$ cat config.mk
export PLATFORM = sky130hd
export DESIGN_NAME = sra_host_ctrl
export DESIGN_NICKNAME = d
export VERILOG_FILES = /design/src/hw/sra_pkg.sv /design/src/hw/sra_host_ctrl.sv /design/src/hw/sra_wait_timer.sv
export SDC_FILE = /design/constraint.sdc
export NUM_CORES = 1
export LEC_CHECK = 0
export BUFFER_PORTS_ARGS = -buffer_cell sky130_fd_sc_hd__buf_2
export CORE_ASPECT_RATIO = 0.5
export CORE_MARGIN = 10
export CORE_UTILIZATION = 48
export DETAILED_ROUTE_END_ITERATION = 10
export PLACE_DENSITY = 0.76
export SLEW_MARGIN = 20
export SYNTH_ARGS = -nofsm -noshare
export SYNTH_HDL_FRONTEND = slang
export SYNTH_SLANG_ARGS = --single-unit
$ cat constraint.sdc
create_clock -name clk -period 2 [get_ports clk]
set_input_delay 0.1 -clock clk [delete_from_list [all_inputs] [get_ports clk]]
set_output_delay 0.1 -clock clk [all_outputs]
set_load 0.05 [all_outputs]
$ cat src/hw/sra_pkg.sv
// Constants and types for the static RAM host controller
// Functional notes
// - Host keeps selects steady during address reads
// - Host holds strobe high throughout reads
// - Host address valid by select activation
// - Host never drives lines while device reads
// - Host deselects device for low-supply retention
// - Deselect no later than supply reduction starts
package sra_pkg;

  localparam int unsigned ADDR_W = 17;
  localparam int unsigned DATA_W = 8;
  localparam int unsigned TMR_W = 20;

  localparam int unsigned CLK_NS = 8;
  // Read access time, write pulse width, retention set-up and recovery
  localparam int unsigned T_ACC_NS = 20;
  localparam int unsigned T_WP_NS = 12;
  localparam int unsigned T_SDR_NS = 0;
  localparam int unsigned T_RDR_MS = 5;

  localparam int unsigned ACC_CYC = (T_ACC_NS + CLK_NS - 1) / CLK_NS;
  localparam int unsigned WP_CYC = (T_WP_NS + CLK_NS - 1) / CLK_NS;
  localparam int unsigned SDR_CYC = (T_SDR_NS + CLK_NS - 1) / CLK_NS < 1 ? 1 :
                                    (T_SDR_NS + CLK_NS - 1) / CLK_NS;
  localparam int unsigned RDR_CYC = (T_RDR_MS * 1000000 + CLK_NS - 1) / CLK_NS;

  localparam logic [TMR_W-1:0] ACC_LOAD = TMR_W'(ACC_CYC - 1);
  localparam logic [TMR_W-1:0] WP_LOAD = TMR_W'(WP_CYC - 1);
  localparam logic [TMR_W-1:0] SDR_LOAD = TMR_W'(SDR_CYC - 1);

  // Pin levels while idle
  localparam logic SEL_N_RST = 1'b1;
  localparam logic SEL_RST = 1'b0;
  localparam logic WE_N_RST = 1'b1;
  localparam logic OE_N_RST = 1'b1;

  typedef enum logic [3:0] {
    SRA_IDLE,
    SRA_W_SET,
    SRA_W_PULSE,
    SRA_W_HOLD,
    SRA_R_ACC,
    SRA_R_END,
    SRA_RET_SETUP,
    SRA_RETAIN,
    SRA_RECOVER
  } sra_state_e;

  typedef struct packed {
    sra_state_e state;
    logic [ADDR_W-1:0] addr;
    logic [DATA_W-1:0] wdata;
    logic [DATA_W-1:0] rdata;
    logic sel_n;
    logic sel;
    logic we_n;
    logic oe_n;
    logic dq_oe;
    logic rsp_valid;
    logic retain;
  } sra_ctrl_s;

  typedef struct packed {
    logic [TMR_W-1:0] cnt;
  } sra_tmr_s;

endpackage : sra_pkg

$ cat src/hw/sra_host_ctrl.sv
// Host controller driving an asynchronous 128K x 8 static RAM
module sra_host_ctrl #(
  parameter int unsigned RECOVERY_CYCLES = sra_pkg::RDR_CYC
) (
  input wire logic clk,
  input wire logic arst_n,
  input wire logic req_valid,
  output logic req_ready,
  input wire logic req_write,
  input wire logic [sra_pkg::ADDR_W-1:0] req_addr,
  input wire logic [sra_pkg::DATA_W-1:0] req_wdata,
  output logic rsp_valid,
  output logic [sra_pkg::DATA_W-1:0] rsp_rdata,
  input wire logic retain_req,
  output logic retain_active,
  output logic select_low_active_n,
  output logic select_high_active,
  output logic write_strobe_n,
  output logic output_gate_n,
  output logic [sra_pkg::ADDR_W-1:0] word_address,
  input wire logic [sra_pkg::DATA_W-1:0] shared_data_lines_i,
  output logic [sra_pkg::DATA_W-1:0] shared_data_lines_o,
  output logic shared_data_lines_oe
);

  localparam logic [sra_pkg::TMR_W-1:0] REC_LOAD =
    sra_pkg::TMR_W'(RECOVERY_CYCLES > 1 ? RECOVERY_CYCLES - 1 : 0);

  sra_pkg::sra_ctrl_s q, d;
  logic tmr_load;
  logic [sra_pkg::TMR_W-1:0] tmr_val;
  logic tmr_expired;

  sra_wait_timer u_timer (
    .clk(clk),
    .arst_n(arst_n),
    .load(tmr_load),
    .load_val(tmr_val),
    .expired(tmr_expired)
  );

  // Release both selects together
  function automatic sra_pkg::sra_ctrl_s deselect(input sra_pkg::sra_ctrl_s s);
    sra_pkg::sra_ctrl_s r;
    r = s;
    r.sel_n = sra_pkg::SEL_N_RST;
    r.sel = sra_pkg::SEL_RST;
    return r;
  endfunction : deselect

  always_comb begin
    d = q;
    d.rsp_valid = 1'b0;
    tmr_load = 1'b0;
    tmr_val = '0;
    case (q.state)
      sra_pkg::SRA_IDLE: begin
        if (retain_req) begin
          // Idle already has both selects released
          d.retain = 1'b1;
          tmr_load = 1'b1;
          tmr_val = sra_pkg::SDR_LOAD;
          d.state = sra_pkg::SRA_RET_SETUP;
        end else if (req_valid) begin
          // Address changes on the same edge as the selects activate
          d.addr = req_addr;
          d.sel_n = 1'b0;
          d.sel = 1'b1;
          if (req_write) begin
            d.wdata = req_wdata;
            d.state = sra_pkg::SRA_W_SET;
          end else begin
            d.oe_n = 1'b0;
            tmr_load = 1'b1;
            tmr_val = sra_pkg::ACC_LOAD;
            d.state = sra_pkg::SRA_R_ACC;
          end
        end
      end
      sra_pkg::SRA_W_SET: begin
        // Selects settled one cycle before strobe falls
        d.we_n = 1'b0;
        d.dq_oe = 1'b1;
        tmr_load = 1'b1;
        tmr_val = sra_pkg::WP_LOAD;
        d.state = sra_pkg::SRA_W_PULSE;
      end
      sra_pkg::SRA_W_PULSE: begin
        if (tmr_expired) begin
          d.we_n = 1'b1;
          d.state = sra_pkg::SRA_W_HOLD;
        end
      end
      sra_pkg::SRA_W_HOLD: begin
        // Data held one cycle past strobe rise
        d = deselect(d);
        d.dq_oe = 1'b0;
        d.rsp_valid = 1'b1;
        d.state = sra_pkg::SRA_IDLE;
      end
      sra_pkg::SRA_R_ACC: begin
        if (tmr_expired) begin
          d.rdata = shared_data_lines_i;
          d.rsp_valid = 1'b1;
          d.oe_n = 1'b1;
          d = deselect(d);
          d.state = sra_pkg::SRA_R_END;
        end
      end
      sra_pkg::SRA_R_END: begin
        // Turnaround so the device output floats before any drive
        d.state = sra_pkg::SRA_IDLE;
      end
      sra_pkg::SRA_RET_SETUP: begin
        if (tmr_expired) begin
          d.state = sra_pkg::SRA_RETAIN;
        end
      end
      sra_pkg::SRA_RETAIN: begin
        if (!retain_req) begin
          tmr_load = 1'b1;
          tmr_val = REC_LOAD;
          d.state = sra_pkg::SRA_RECOVER;
        end
      end
      sra_pkg::SRA_RECOVER: begin
        if (tmr_expired) begin
          d.retain = 1'b0;
          d.state = sra_pkg::SRA_IDLE;
        end
      end
      default: begin
        d = deselect(d);
        d.state = sra_pkg::SRA_IDLE;
      end
    endcase
  end

  always_ff @(posedge clk or negedge arst_n) begin
    if (!arst_n) begin
      q <= '0;
      q.state <= sra_pkg::SRA_IDLE;
      q.sel_n <= sra_pkg::SEL_N_RST;
      q.sel <= sra_pkg::SEL_RST;
      q.we_n <= sra_pkg::WE_N_RST;
      q.oe_n <= sra_pkg::OE_N_RST;
    end else begin
      q <= d;
    end
  end

  assign req_ready = (q.state == sra_pkg::SRA_IDLE) && !retain_req;
  assign rsp_valid = q.rsp_valid;
  assign rsp_rdata = q.rdata;
  assign retain_active = q.retain;
  assign select_low_active_n = q.sel_n;
  assign select_high_active = q.sel;
  assign write_strobe_n = q.we_n;
  assign output_gate_n = q.oe_n;
  assign word_address = q.addr;
  assign shared_data_lines_o = q.wdata;
  assign shared_data_lines_oe = q.dq_oe;

  logic selected;
  assign selected = !select_low_active_n && select_high_active;
endmodule : sra_host_ctrl

$ cat src/hw/sra_wait_timer.sv
// Down-counting wait timer for the static RAM host controller
module sra_wait_timer (
  input wire logic clk,
  input wire logic arst_n,
  input wire logic load,
  input wire logic [sra_pkg::TMR_W-1:0] load_val,
  output logic expired
);

  sra_pkg::sra_tmr_s q, d;

  always_comb begin
    d = q;
    if (load) begin
      d.cnt = load_val;
    end else if (q.cnt != '0) begin
      d.cnt = q.cnt - 1'b1;
    end
  end

  always_ff @(posedge clk or negedge arst_n) begin
    if (!arst_n) begin
      q <= '0;
    end else begin
      q <= d;
    end
  end

  assign expired = (q.cnt == '0);

endmodule : sra_wait_timer

### Yosys cells after proc, flatten, opt, wreduce, memory -nomap -nowiden

Cells that the tools add are included.

* register bits: 64
* input bits: 38
* output and inout bits: 41
* logic and storage cells: 92

* add/subtract/negate cells: 1
* equal/unequal tests: 18
* muxes and demuxes: 38
* bitwise operators: 3
* reduce and logical (&&, ||, !) cells: 20

Operators by type and width (number)
* two-way mux 20 bit: 3
* one-hot mux 20 bit (3 select lines): 1
* one-hot mux 25 bit (2 select lines): 1
* two-way mux 44 bit: 1
* two-way mux 29 bit: 1
* one-hot mux 4 bit (7 select lines): 1
* two-way mux 25 bit: 1
* zero test 20 bit: 1
* two-way mux 4 bit: 5
* nonzero test 20 bit: 1
* subtractor 20 x 1 -> 20 bit (second input constant): 1
* inequality test 2 bit (second input constant): 9
* == test 4 x 3 -> 1 bit (second input constant): 4
* one-hot mux 1 bit (3 select lines): 4
* AND reduction 4 bit: 3
* two-way mux 1 bit: 10
* two-way mux 2 bit: 5
* AND reduction 5 bit: 2
* nonzero test 2 bit: 5
* == test 4 x 2 -> 1 bit (second input constant): 2
* two-way mux 8 bit: 1
* one-hot mux 2 bit (3 select lines): 1
* AND reduction 6 bit: 1
* OR reduction 6 bit: 1
* 11 further kinds: 15

### Logic depth before layout (Yosys ltp)

* depth after elaboration: 5
* mapped depth: 8
* gate-level depth less buffers: 7

### Modules after synthesis

A second synthesis with hierarchy kept.

* cells, all modules: 312
* area total of the unflattened synthesis: 3520.9 µm²

Modules (own cells, without submodules)
* sra_host_ctrl: times used 1, cells an instance 189, area each 2318.5 µm², seq. area each 1104.8 µm²
* sra_wait_timer: times used 1, cells an instance 123, area each 1202.4 µm², seq. area each 500.5 µm²

### Worst setup path after synthesis

Ideal clock, no wire load.

* kind: register to register
* start: reg q[40] (netlist bit)
* end: reg q (netlist bit shared_data_lines_o[0])
* library setup time: 0.125 ns
* data arrival time: 2.467 ns
* required time: 1.875 ns
* slack: -0.592 ns
* stages on the path, launching flop included: 7
* path buffers: 1
* period minus slack after synthesis: 2.592 ns
* cell sequence: dfrtp_1 -> clkbuf_1 -> or4_1 -> nor2_1 -> and2_1 -> nand2_1 -> mux2_2

* longest elaborated chain between the ends: 3
* elaborated cells on any way between the ends: 5
* those cells by class: 1 x eq/ne; 1 x mux; 1 x bitwise; 2 x reduce/logical

RTL lines
* start, declared: line sra_host_ctrl.sv:29 `sra_pkg::sra_ctrl_s q, d;`
* == test 4 x 3 -> 1 bit: line sra_host_ctrl.sv:56 `case (q.state)`
* NOT 1 bit (no line)
* AND reduction 5 bit (no line)

Several ways; a longest one is shown, not always the timed one.
A chain may end at the register's enable or synchronous reset.

### Worst setup path in the final report

* start: reg u_timer.q[6] (netlist bit)
* end: reg q (netlist bit select_high_active)

* longest elaborated chain between the ends: 3

RTL lines
* start, declared: line sra_wait_timer.sv:10 `sra_pkg::sra_tmr_s q, d;`
* start signal, assigned: line sra_wait_timer.sv:23 `q <= '0;`
* start signal, assigned: line sra_wait_timer.sv:25 `q <= d;`
* zero test 20 bit: line sra_wait_timer.sv:29 `assign expired = (q.cnt == '0);`
* inequality test 2 bit (no line)
* AND reduction 4 bit (no line)

Every way passes these cells.

==> metrics.txt <==
vias in the first global route 2785; HPWL Detailed 5.626 mm; clk sinks 64; Critical Path Sink Type flop; total power 7.032 mW; Detail Route Antenna Nets 0; GR met2 Demand/Resource 27.59%; port bufs 78; post-synthesis async set-or-reset flop share 100.0%; crit-path max FO 4; crit path DAT 2.23 ns; pin count of the biggest net entering global routing 65; DRC 0; dpl cells 510; Initial Utilization 49.55%; Via Count 2863; layout cells sized above 1 41.25%; Non-Filler Instances 555; Final period util 100.4%; FP Rows 21; area of the die 0.01081 mm2; Root Buffer Master clkbuf_16; Final setup viols 1; most common cell after layout, fill and taps aside buf_2; met1 GRT Util 18.32%; violated checks negative setup slack; status complete, but fails checks; Core ar. 0.006674 mm2; clock tree buffer depth 2; Leakage 2.294 nW; synth warn 0; Placer Congestion 0.8245; Slew Viols, Final 0; Slew @ Worst Pin 0.4593 ns; Peak VDD IR 0.5143 mV; post-synthesis register bit count 64; cts bufs inserted 9; Diodes inserted 0; Syn Inst Count 348; area grow syn2layout 37.76%; PwrDens 1544 mW/mm2; DRT iter0 DRCs 165; DR vias/cell 5.159; area share of the largest cell type after synthesis 46.16%; sequential fraction of the synthesis area 48.54%; synthesized area per cell 9.503 um2; RSZ-0062 raised after global routing yes; GR peak layer met2; wire per inst 15.69 um; commonest non-fill, non-tap cells in the layout 77 x buf_2, 65 x nand2_1, 61 x dfrtp_1; Worst EP required 2.22 ns; Worst Setup Path Type reg -> reg; CP startpoint kind flop; H-Tree Depth 3; Hold Fails Final Rpt 0; Post-Route Skew 0.003360 ns; Clock transition at path regs 0.06 ns; largest area contributor in the netlist dfrtp_1; fin nets 498; clock latency at the later pin of the worst-skew pair 0.33 ns; final WL 8.707 mm; DRT Pass-1 Iters 4; Top Ports 79; TritonCTS clock tree done; Max Cap Viol 0; syn_nets 388; slew margin rel. 69.14%; WHS 0.006842 ns; antenna violations before repair 0; GRT Total Usage 15.92%; final setup margin -0.007369 ns; die width 137.4 um; Unique masters post-synth 52; global-route wire length before repair 13.96 mm; post-layout min period 2.007 ns; GR Util met3 5.025%; global route overflow 0; Syn Std Cell Area 0.003307 mm2; Synth area leaders dfrtp_1 46%, nand2_1 7.6%, buf_4 7.5%; main flop type after synthesis dfrtp_1; worst hold path class in -> reg; Post-synth EDFFs 0; Peak Freq 498.2 MHz; Die Y 78.69 um
cell type report:
cell class / count / area (um2)
clock buffer: 10 / 239.0
clock inverter: 6 / 91.34
fill: 459 / 2118
inverter: 4 / 15.01
multi-input combinational: 233 / 1500
sequential: 64 / 1605
tap: 92 / 115.1
timing repair buffer: 146 / 989.7
final timing paths:
kind                       depth (start not counted)                                 end                    startpoint  slack, ns
setup reg to reg                                   6      select_high_active$_DFFE_PN0P_      u_timer.q[6]$_DFFE_PN0P_     -0.007
min in group asynchronous                          3            u_timer.q[1]$_DFFE_PN0P_                        arst_n       0.31
hold reg to reg                                    2        word_address[12]$_DFFE_PN0P_  word_address[12]$_DFFE_PN0P_       0.47
max in group asynchronous                          3           output_gate_n$_DFFE_PN1P_                        arst_n       1.37
hold / removal                                     2  shared_data_lines_o[0]$_DFFE_PN0P_                  req_wdata[0]      0.007
setup / recovery                                   6      select_high_active$_DFFE_PN0P_      u_timer.q[6]$_DFFE_PN0P_     -0.007
synth_stat cells (2+ instances only):
library cell  instances
xnor2_1               3
a21o_1                2
xor2_1                9
nand2_1              67
nand3_1               5
buf_2                 3
nand4_1               2
nand3b_1              2
or2_2                 3
mux2_2               16
nor2_1               27
clkbuf_1             12
a31oi_1               2
o21bai_1              3
or3_1                 5
dfrtp_1              61
nor2b_1               3
nand2b_1              2
or4_1                 4
nor3_1               13
o211ai_1              2
inv_1                 4
o22ai_1               2
nor4_1                5
o21ai_0              17
a211oi_1              2
dfstp_2               3
nor3b_1               2
ha_1                  2
buf_4                33
a21oi_1              11
per-layer routing:
metal / routed length [um] / share of wire [%] / up-vias
met5: 0 / 0 / -
met1: 3550 / 41 / 1390
li1: - / - / 1379
met4: 114 / 1.3 / 0
met3: 555 / 6.4 / 14
met2: 4486 / 52 / 80
registers in the layout (all words and copies together) (netlist names), 4 cells and up:
signal and cells:
q 4, u_timer.q 20, word_address 17, shared_data_lines_o 8, rsp_rdata 8
critical path, cell delays in order (launching register included):
cell and delay (ns):
dfrtp_1 0.39, or4_4 0.56, or3_4 0.35, nor4_4 0.18, buf_4 0.19, o21ai_1 0.06, a21o_1 0.18
cell families after synthesis:
family | after synthesis | share of synthesized area (%)
AOI/OAI and AO/OA | 49 | 9.080
xor gates and xnor gates | 12 | 3.178
adders and majority gates | 2 | 0.7566
buffers and inverters | 52 | 9.761
DFF | 64 | 48.54
muxes | 17 | 5.751
and+or+nand+nor | 152 | 22.93
stage by stage:
step / instance area (um2) / TNS [ns] / utilization, % / setup slack (ns)
2_1_floorplan: 3364 / -0.08089 / - / -0.01011
3_3_place_gp: 3850 / 0 / 57.69 / 0.008313
4_1_cts: 4464 / -0.04123 / 66.89 / -0.01353
5_1_grt: 4556 / -0.5808 / 68.26 / -0.07381
6_report: 4556 / -0.007369 / 68.26 / -0.007369
3_5_place_dp: 3850 / -0.2145 / 57.69 / -0.03405
report_power, final:
part	switching (mW)	total (mW)	internal [mW]	leakage [nW]
Sequential	0.354	2.16	1.81	0.820
Clock	0.568	1.70	1.13	0.163
Combinational	2.04	3.17	1.14	1.31
Total	2.96	7.03	4.07	2.29
what timing repair did:
| item | 4_1_cts | 5_1_grt |
|---|---|---|
| gates resized for setup | 3 | 21 |
| setup endpoints to repair | 9 | 29 |
| hold endpoints to repair | 85 | 0 |
| pin swaps | 2 | 5 |
| gates cloned | 1 | 0 |
| hold buffers | 25 | 0 |
| buffers inserted | 2 | 1 |
Power figures use the tool's default switching activity.
